===== src/rtl/lpc_pkg.sv =====
// lpc_pkg: register indices, field positions, reset values and
// configuration octet layout for the lane 0 link parameter capture block.
// assumes an APB master with 32-bit data; registers sit at byte 4*index.
package lpc_pkg;

   // apb address width; index is paddr[13:2]
   localparam int unsigned LPC_APB_AW         = 14;
   localparam int unsigned LPC_IDX_W          = 12;

   // register indices (byte address is four times the index)
   localparam logic [11:0] LPC_IDX_LANE_ID    = 12'h402;
   localparam logic [11:0] LPC_IDX_SCR_LANES  = 12'h403;
   localparam logic [11:0] LPC_IDX_OCTETS     = 12'h404;
   localparam logic [11:0] LPC_IDX_FRAMES     = 12'h405;
   localparam logic [11:0] LPC_IDX_CONV       = 12'h406;
   localparam logic [11:0] LPC_IDX_CS_RES     = 12'h407;
   localparam logic [11:0] LPC_IDX_SUBCLASS   = 12'h408;
   localparam logic [11:0] LPC_IDX_CTRL       = 12'h410;
   localparam logic [11:0] LPC_IDX_STATUS     = 12'h411;

   // reset values
   localparam logic [7:0]  LPC_FIELD_RESET    = 8'h00;
   localparam logic        LPC_CAPTURE_EN_RST = 1'b1;
   localparam logic        LPC_CHECK_EN_RST   = 1'b1;

   // bit positions inside the parameter registers
   localparam int unsigned LPC_LID_MSB        = 4;
   localparam int unsigned LPC_PHADJ_BIT      = 5;
   localparam int unsigned LPC_ADJDIR_BIT     = 6;
   localparam int unsigned LPC_SCR_BIT        = 7;
   localparam int unsigned LPC_LCNT_MSB       = 4;
   localparam int unsigned LPC_K_MSB          = 4;
   localparam int unsigned LPC_CS_LSB         = 6;
   localparam int unsigned LPC_N_MSB          = 4;
   localparam int unsigned LPC_SUBCLASS_LSB   = 5;

   // control and status bits
   localparam int unsigned LPC_CTRL_CAPTURE   = 0;
   localparam int unsigned LPC_CTRL_CHECK     = 1;
   localparam int unsigned LPC_ST_CAPTURED    = 0;
   localparam int unsigned LPC_ST_CKSUM_ERR   = 1;
   localparam int unsigned LPC_ST_UNSUPPORTED = 2;
   localparam int unsigned LPC_ST_COUNT_LSB   = 8;

   // configuration octet layout of the alignment sequence
   localparam int unsigned LPC_CFG_OCTETS     = 14;
   localparam int unsigned LPC_OCT_LANE_ID    = 2;
   localparam int unsigned LPC_OCT_SCR_LANES  = 3;
   localparam int unsigned LPC_OCT_OCTETS     = 4;
   localparam int unsigned LPC_OCT_FRAMES     = 5;
   localparam int unsigned LPC_OCT_CONV       = 6;
   localparam int unsigned LPC_OCT_CS_RES     = 7;
   localparam int unsigned LPC_OCT_SUBCLASS   = 8;
   localparam logic [3:0]  LPC_OCT_LAST       = 4'hd;

endpackage : lpc_pkg


===== src/rtl/lpc_capture.sv =====
// lpc_capture: read-only bank of the link parameters received on lane 0,
// plus a control and a status word, behind an APB slave.
// assumes lane 0 delivers its configuration octets already aligned and
// descrambled, one per enabled mclk cycle, with the first octet flagged.
`timescale 1ns/100ps

// Summary of operation
// - each lane 0 parameter has its own read-only field, zero after reset
// - lane identifier reads at bits 4:0 of the first parameter register
// - multiframe clock adjust direction reads at bit 6 of that register
// - phase adjust request reads at bit 5; bit 7 is reserved, reads zero
// - scrambling status at bit 7 of second register, one means enabled
// - lane count at bits 4:0, stored as count minus one
// - octets per frame, eight bits, count minus one; only 1, 2, 4 sent
// - frames per multiframe, five bits, count minus one; only 16 or 32
// - converters per device, eight bits, count minus one; only 1, 2, 4
// - control bits per sample at bits 7:6, bit 5 reserved; sender uses zero
// - converter resolution at bits 4:0 of the control bits register
// - subclass version at bits 7:5 of the following register
module lpc_capture
   import lpc_pkg::*;
(
   input  wire logic                  mclk,
   input  wire logic                  rst_n,
   input  wire logic                  ce,
   input  wire logic                  psel,
   input  wire logic                  penable,
   input  wire logic                  pwrite,
   input  wire logic [LPC_APB_AW-1:0] paddr,
   input  wire logic [31:0]           pwdata,
   input  wire logic [3:0]            pstrb,
   output logic [31:0]                prdata,
   output logic                       pready,
   output logic                       pslverr,
   input  wire logic                  ilas_cfg_valid,
   input  wire logic                  ilas_cfg_first,
   input  wire logic [7:0]            ilas_cfg_octet
);

   typedef struct packed {
      logic [4:0]  rx_lane_identifier;
      logic        rx_phase_adjust_request;
      logic        rx_adjust_direction;
      logic        rx_scrambling_status;
      logic [4:0]  lane_count_m1;
      logic [7:0]  octets_m1;
      logic [4:0]  frames_m1;
      logic [7:0]  conv_m1;
      logic [1:0]  ctrl_bits;
      logic [4:0]  resolution_m1;
      logic [2:0]  rx_subclass_version;
      logic        capture_en;
      logic        check_en;
      logic        captured;
      logic        cksum_err;
      logic [7:0]  capture_cnt;
      logic        pready;
      logic        pslverr;
      logic [31:0] prdata;
   } lpc_state_type;

   lpc_state_type                  st_reg;
   lpc_state_type                  st_next;
   logic                           coll_done;
   logic                           coll_ok;
   logic [LPC_CFG_OCTETS-1:0][7:0] coll_octets;
   logic                           unsupported;
   logic [LPC_IDX_W-1:0]           idx;
   logic                           setup;
   logic                           wr_commit;
   logic                           commit;

   lpc_ilas_collect u_collect (
      .mclk      (mclk),
      .rst_n     (rst_n),
      .ce        (ce),
      .check_en  (st_reg.check_en),
      .cfg_valid (ilas_cfg_valid),
      .cfg_first (ilas_cfg_first),
      .cfg_octet (ilas_cfg_octet),
      .done      (coll_done),
      .sum_ok    (coll_ok),
      .octets    (coll_octets)
   );

   lpc_param_check u_check (
      .octets_m1   (st_reg.octets_m1),
      .frames_m1   (st_reg.frames_m1),
      .conv_m1     (st_reg.conv_m1),
      .ctrl_bits   (st_reg.ctrl_bits),
      .unsupported (unsupported)
   );

   function automatic logic is_mapped(input logic [LPC_IDX_W-1:0] i);
      is_mapped = (i >= LPC_IDX_LANE_ID && i <= LPC_IDX_SUBCLASS) ||
                  (i == LPC_IDX_CTRL) || (i == LPC_IDX_STATUS);
   endfunction : is_mapped

   // reserved bits are left at zero by building each byte from fields
   function automatic logic [31:0] read_word(input logic [LPC_IDX_W-1:0] i,
                                             input lpc_state_type s,
                                             input logic unsup);
      logic [31:0] w;
      w = 32'h0000_0000;
      case (i)
         LPC_IDX_LANE_ID: begin
            w[LPC_LID_MSB:0]  = s.rx_lane_identifier;
            w[LPC_PHADJ_BIT]  = s.rx_phase_adjust_request;
            w[LPC_ADJDIR_BIT] = s.rx_adjust_direction;
         end
         LPC_IDX_SCR_LANES: begin
            w[LPC_SCR_BIT]     = s.rx_scrambling_status;
            w[LPC_LCNT_MSB:0]  = s.lane_count_m1;
         end
         LPC_IDX_OCTETS:   w[7:0] = s.octets_m1;
         LPC_IDX_FRAMES:   w[LPC_K_MSB:0] = s.frames_m1;
         LPC_IDX_CONV:     w[7:0] = s.conv_m1;
         LPC_IDX_CS_RES: begin
            w[LPC_CS_LSB+1:LPC_CS_LSB] = s.ctrl_bits;
            w[LPC_N_MSB:0]             = s.resolution_m1;
         end
         LPC_IDX_SUBCLASS: w[LPC_SUBCLASS_LSB+2:LPC_SUBCLASS_LSB] = s.rx_subclass_version;
         LPC_IDX_CTRL: begin
            w[LPC_CTRL_CAPTURE] = s.capture_en;
            w[LPC_CTRL_CHECK]   = s.check_en;
         end
         LPC_IDX_STATUS: begin
            w[LPC_ST_CAPTURED]                      = s.captured;
            w[LPC_ST_CKSUM_ERR]                     = s.cksum_err;
            w[LPC_ST_UNSUPPORTED]                   = unsup;
            w[LPC_ST_COUNT_LSB+7:LPC_ST_COUNT_LSB]  = s.capture_cnt;
         end
         default: w = 32'h0000_0000;
      endcase
      return w;
   endfunction : read_word

   assign idx       = paddr[LPC_APB_AW-1:2];
   assign setup     = psel && !penable;
   // a write lands only at the access edge, which is also the pready edge
   assign wr_commit = psel && penable && pwrite && st_reg.pready && !st_reg.pslverr;
   assign commit    = coll_done && coll_ok && st_reg.capture_en;

   always_comb begin
      st_next         = st_reg;
      st_next.pready  = 1'b0;
      st_next.pslverr = 1'b0;

      // one wait-free access phase: answer is ready at the first access edge
      if (setup) begin
         st_next.pready  = 1'b1;
         st_next.pslverr = !is_mapped(idx);
         st_next.prdata  = pwrite ? 32'h0000_0000 : read_word(idx, st_reg, unsupported);
      end

      // parameter registers ignore writes; only control and status respond
      if (wr_commit && pstrb[0]) begin
         if (idx == LPC_IDX_CTRL) begin
            st_next.capture_en = pwdata[LPC_CTRL_CAPTURE];
            st_next.check_en   = pwdata[LPC_CTRL_CHECK];
         end
         if (idx == LPC_IDX_STATUS && pwdata[LPC_ST_CKSUM_ERR]) begin
            st_next.cksum_err = 1'b0;
         end
      end

      // set after clear so a fresh checksum error is never lost
      if (coll_done && !coll_ok) begin
         st_next.cksum_err = 1'b1;
      end

      if (commit) begin
         st_next.rx_lane_identifier =
            coll_octets[LPC_OCT_LANE_ID][LPC_LID_MSB:0];
         st_next.rx_phase_adjust_request =
            coll_octets[LPC_OCT_LANE_ID][LPC_PHADJ_BIT];
         st_next.rx_adjust_direction =
            coll_octets[LPC_OCT_LANE_ID][LPC_ADJDIR_BIT];
         st_next.rx_scrambling_status =
            coll_octets[LPC_OCT_SCR_LANES][LPC_SCR_BIT];
         st_next.lane_count_m1 = coll_octets[LPC_OCT_SCR_LANES][LPC_LCNT_MSB:0];
         st_next.octets_m1     = coll_octets[LPC_OCT_OCTETS];
         st_next.frames_m1     = coll_octets[LPC_OCT_FRAMES][LPC_K_MSB:0];
         st_next.conv_m1       = coll_octets[LPC_OCT_CONV];
         st_next.ctrl_bits     =
            coll_octets[LPC_OCT_CS_RES][LPC_CS_LSB+1:LPC_CS_LSB];
         st_next.resolution_m1 = coll_octets[LPC_OCT_CS_RES][LPC_N_MSB:0];
         st_next.rx_subclass_version =
            coll_octets[LPC_OCT_SUBCLASS][LPC_SUBCLASS_LSB+2:LPC_SUBCLASS_LSB];
         st_next.captured    = 1'b1;
         // counter wraps; software compares deltas
         st_next.capture_cnt = st_reg.capture_cnt + 8'h01;
      end
   end

   always_ff @(posedge mclk) begin
      if (!rst_n) begin
         st_reg            <= '0;
         st_reg.capture_en <= LPC_CAPTURE_EN_RST;
         st_reg.check_en   <= LPC_CHECK_EN_RST;
      end else if (ce) begin
         st_reg <= st_next;
      end
   end

   assign prdata  = st_reg.prdata;
   assign pready  = st_reg.pready;
   assign pslverr = st_reg.pslverr;
endmodule : lpc_capture


===== src/rtl/lpc_ilas_collect.sv =====
// lpc_ilas_collect: gathers the fourteen configuration octets of one
// alignment sequence and checks the closing checksum octet.
// assumes octets arrive one per enabled cycle, first octet flagged.
`timescale 1ns/100ps
module lpc_ilas_collect
   import lpc_pkg::*;
(
   input  wire logic                                mclk,
   input  wire logic                                rst_n,
   input  wire logic                                ce,
   input  wire logic                                check_en,
   input  wire logic                                cfg_valid,
   input  wire logic                                cfg_first,
   input  wire logic [7:0]                          cfg_octet,
   output logic                                     done,
   output logic                                     sum_ok,
   output logic [LPC_CFG_OCTETS-1:0][7:0]           octets
);

   typedef struct packed {
      logic                              active;
      logic [3:0]                        cnt;
      logic [7:0]                        sum;
      logic                              done;
      logic                              sum_ok;
      logic [LPC_CFG_OCTETS-1:0][7:0]    mem;
   } lpc_coll_type;

   lpc_coll_type st_reg;
   lpc_coll_type st_next;

   always_comb begin
      st_next      = st_reg;
      st_next.done = 1'b0;
      if (cfg_valid && cfg_first) begin
         st_next.active = 1'b1;
         st_next.cnt    = 4'h1;
         st_next.sum    = cfg_octet;
         st_next.mem[0] = cfg_octet;
      end else if (cfg_valid && st_reg.active) begin
         st_next.mem[st_reg.cnt] = cfg_octet;
         st_next.cnt             = st_reg.cnt + 4'h1;
         if (st_reg.cnt == LPC_OCT_LAST) begin
            // checksum octet closes the sequence
            st_next.active = 1'b0;
            st_next.done   = 1'b1;
            st_next.sum_ok = (st_reg.sum == cfg_octet) || !check_en;
         end else begin
            st_next.sum = st_reg.sum + cfg_octet;
         end
      end
   end

   always_ff @(posedge mclk) begin
      if (!rst_n) begin
         st_reg <= '0;
      end else if (ce) begin
         st_reg <= st_next;
      end
   end

   assign done   = st_reg.done;
   assign sum_ok = st_reg.sum_ok;
   assign octets = st_reg.mem;

endmodule : lpc_ilas_collect


===== src/rtl/lpc_param_check.sv =====
// lpc_param_check: flags captured parameters that this receiver cannot use.
// assumes fields are given in count-minus-one form as stored.
`timescale 1ns/100ps
module lpc_param_check
   import lpc_pkg::*;
(
   input  wire logic [7:0] octets_m1,
   input  wire logic [4:0] frames_m1,
   input  wire logic [7:0] conv_m1,
   input  wire logic [1:0] ctrl_bits,
   output logic            unsupported
);

   // accepted counts 1, 2 and 4
   function automatic logic one_two_four(input logic [7:0] m1);
      one_two_four = (m1 == 8'h00) || (m1 == 8'h01) || (m1 == 8'h03);
   endfunction : one_two_four

   always_comb begin
      unsupported = 1'b0;
      if (!one_two_four(octets_m1)) unsupported = 1'b1;
      if (frames_m1 != 5'h0f && frames_m1 != 5'h1f) unsupported = 1'b1;
      if (!one_two_four(conv_m1)) unsupported = 1'b1;
      if (ctrl_bits != 2'h0) unsupported = 1'b1;
   end

endmodule : lpc_param_check


===== config.mk =====
export PLATFORM = sky130hd
export DESIGN_NAME = lpc_capture
export DESIGN_NICKNAME = d
export VERILOG_FILES = /design/src/rtl/lpc_pkg.sv /design/src/rtl/lpc_capture.sv /design/src/rtl/lpc_ilas_collect.sv /design/src/rtl/lpc_param_check.sv
export SDC_FILE = /design/constraint.sdc
export NUM_CORES = 1
export LEC_CHECK = 0
export BUFFER_PORTS_ARGS = -buffer_cell sky130_fd_sc_hd__buf_2
export CAP_MARGIN = 15
export CORE_UTILIZATION = 50
export CTS_BUF_LIST = sky130_fd_sc_hd__clkbuf_16
export CTS_CLUSTER_DIAMETER = 120
export CTS_CLUSTER_SIZE = 12
export DETAILED_ROUTE_END_ITERATION = 6
export GPL_TIMING_DRIVEN = 1
export PLACE_DENSITY_LB_ADDON = 0.1
export SLEW_MARGIN = 10
export SYNTH_ARGS = -nofsm -noshare
export SYNTH_HDL_FRONTEND = slang
export SYNTH_HIERARCHICAL = 1
export SYNTH_SLANG_ARGS = --single-unit

===== constraint.sdc =====
create_clock -name mclk -period 3.4 [get_ports mclk]
set_input_delay 0 -clock mclk [delete_from_list [all_inputs] [get_ports mclk]]
set_output_delay 0 -clock mclk [all_outputs]
set_load 0.02 [all_outputs]

==> results <==
- The flow ran to the end, and the final reports show no timing, DRC or antenna violations.
- Dividing total power by cell area gives a power density of 494 mW/mm^2.
- Between clock sinks in the finished design, the worst skew comes to 7.37 ps.
- The congestion estimate from routability-driven global placement came to 0.869.
- The initial antenna violation count is 0.
- The sum of routed wire length over all layers is 15400 microns.
- The number of cells on the worst reg-to-reg path is 5.
- The part of the power in registers is 43.6%.
- The cell internal power dissipation is 0.00278 W.
- The area overhead of the layout relative to synthesis is 5.15%.
- At the pin with the least slew margin, the transition time is 1060 ps.
- The first global-routing pass estimated 25400 microns of wire.
- The detail route stage leaves a number of antenna-violating nets equal to 0.
- The number of port buffers is 48.
- The clock reaches the later pin of the worst-skew pair after 420 ps.
- The pre-CTS worst setup slack is 1220 ps.
- The height of the die is 120 microns.
- The worst voltage drop across the vdd grid is 0.378 mV.
- The total number of vias is 5262.
- Summed over all layers, the global routing overflow is 0.
- The utilization after layout is 54.5%.
- The worst pin sits at a relative slew slack of 28.8%.
- Each instance of the synthesized netlist takes up on average 8.64 sq um.
- The number of antenna diodes is 0.
- The worst setup path is captured at a flop.
- The nature of the critical path startpoint is a primary input.
- The mean number of vias per cell is 5.54.
- The tree is rooted in a sky130_fd_sc_hd__clkbuf_16.
- The via count of the first global-routing pass is 5018.
- During synthesis, Yosys emitted a total of 6 warnings.
- The fraction of layout cells with a size suffix above 1 is 13.8%.
- During I/O placement, the number of pins put on the boundary was 100.
- Setup repair after global routing left no endpoint under its margin.
- The register with the most flip-flops in the layout has 56 of them.
- The detailed router's first-iteration violation count is 428.
- The clock network power share is 50.5%.
- Leaving out fill and tap cells, the most frequent cell in the layout is sky130_fd_sc_hd__dfxtp_1.
- The placed wire-length estimate after detailed placement is 10400 microns.
- CTS built an H-tree with a depth of 4.
- Along the worst path, the maximum fanout reaches 11.
- The core area is 0.0134 sq mm.
- The setup check on the worst reg-to-reg path leaves a slack of 1200 ps.
- The register clock-pin slew on the reported worst setup and hold paths is 60 ps.
- The cell leakage power is 2.81 nW.
- In the final timing run, aggregate negative setup slack is 0 ps.
- The first detailed-routing pass ran for 6 iterations.
- The critical path in this run is classified as in -> reg.
- The clock period minus final worst setup slack is 2250 ps.
- In the finished design, the share of the clock period the worst path needs comes to 66.3%.
- The gate count of the mapped netlist is 805.
- The switching power as a share of total power is 22.8%.
- The number of sinks handled by clock tree synthesis is 133.
- The critical register-to-register path endpoint is u_collect/octets[31]$_SDFFE_PN0P_.
- The clock passes through at most 2 buffers.
- The worst hold path belongs to the class in -> reg.
- Clock tree synthesis inserted a total of 17 buffers.
- The number of nets at the end of the flow is 841.
- The setup slack of the critical path after layout is 1150 ps.
- The endpoint arrival time on the critical path is 2590 ps.
- The net switching power figure is 0.000824 W.
- The worst hold path startpoint is rst_n.
- The maximum number of pins on one net before global-route repair is 69.
- The destination of the worst hold path is prdata[13]$_SDFFE_PN0P_.
- For this configuration, the core starts out at a cell density of 51.9%.
- The number of endpoints with negative hold slack in the final report is 0.
- The die covers 0.0144 sq mm.
- STA puts the critical path data required time at 3740 ps.
- The fraction of power consumed by combinational cells is 5.9%.
- In the layout the commonest cells are sky130_fd_sc_hd__dfxtp_1 (133), sky130_fd_sc_hd__nand2_1 (122), sky130_fd_sc_hd__a21oi_1 (66), sky130_fd_sc_hd__buf_2 (48), sky130_fd_sc_hd__mux2i_1 (39).
- The max-slew violation count is 0.
- Counting the fill cells in the layout gives 1245.
- The residual DRC count is 0.
- The reg-to-reg critical path startpoint is u_collect/st_reg[126]$_SDFFE_PN0P_.
- TritonCTS built the clock tree.
- The setup fix buffers added after clock tree synthesis is 0.
- Based on the critical path, the design can be clocked at up to 0.444 GHz.
- The overall global routing resource usage is 22.7%.
- The worst hold path was traced through 3 stages.
- In this run the core area contains 42 standard-cell rows.
- The floorplan step set the die width to 120 microns.
- The per-cell routed wire length is 16.2 microns.
- Max-cap violations in this run came to 0.
- Setup violations remaining at the end of the flow were counted as 0.
- After synthesis the cells add up to 0.00695 sq mm.
==> power by group through the flow <==
stage | registers [W] | clock network [W] | logic (W)
global placement | 0.00161 | 0 | 0.000199
finish | 0.00157 | 0.00182 | 0.000215
CTS | 0.00157 | 0.00185 | 0.000213
floorplan | 0.00161 | 0 | 0.000161
global route | 0.00157 | 0.00192 | 0.000233
detailed placement | 0.00161 | 0 | 0.000202
==> worst max-delay path: stages <==
cell	delay, ps
sky130_fd_sc_hd__dlygate4sd3_1	530
sky130_fd_sc_hd__buf_2	130
sky130_fd_sc_hd__or3b_1	510
sky130_fd_sc_hd__nor4_2	920
sky130_fd_sc_hd__nand3_1	200
sky130_fd_sc_hd__a221oi_2	300
==> how the worst max path moves through the flow <==
stage | start | end | slack (ps) | cells past startpoint
after floorplan | u_collect/st_reg[114]$_SDFFE_PN0P_ | u_collect/st_reg[118]$_SDFFE_PN0P_ | 1720 | 7
after global routing | paddr[11] | prdata[2]$_SDFFE_PN0P_ | 970 | 6
after detailed placement | paddr[2] | prdata[2]$_SDFFE_PN0P_ | 1220 | 5
final | paddr[11] | prdata[2]$_SDFFE_PN0P_ | 1150 | 6
after CTS | paddr[11] | prdata[2]$_SDFFE_PN0P_ | 1190 | 6
after global placement | u_collect/st_reg[126]$_SDFFE_PN0P_ | u_collect/octets[31]$_SDFFE_PN0P_ | 1280 | 5
==> cell type report <==
| class | count | area (sq um) | area share (%) |
|---|---|---|---|
| Tap cell | 176 | 220 | 3.01 |
| Timing Repair Buffer | 66 | 408 | 5.58 |
| Clock inverter | 14 | 163 | 2.23 |
| Sequential cell | 133 | 2660 | 36.4 |
| Clock buffer | 17 | 425 | 5.82 |
| Multi-Input combinational cell | 534 | 3390 | 46.4 |
| Inverter | 10 | 37.5 | 0.514 |
==> metal layers <==
metal	GRT usage [%]	part of all wire (%)	wire length (microns)
met5	0	0	0
met4	9.06	1.7	256
met3	4.47	3.9	597
met2	36.7	46	7070
met1	29.7	49	7490
==> what timing repair did <==
action,4_1_cts,5_1_grt
resized for setup,0,0
hold buffers,13,0
hold endpoints to repair,41,0
==> through the flow <==
step | hold WS [ps] | cells | instance area [sq um] | total power, W
after floorplan | 146 | 820 | 7010 | 0.00177
after global placement | 263 | 906 | 6590 | 0.00180
after detailed placement | 256 | 906 | 6590 | 0.00181
after CTS | 2.98 | 950 | 7310 | 0.00364
after global routing | 41.2 | 950 | 7310 | 0.00372
final | 15.5 | 950 | 7310 | 0.00361
Note: power is estimated with default switching activity, not from simulation.
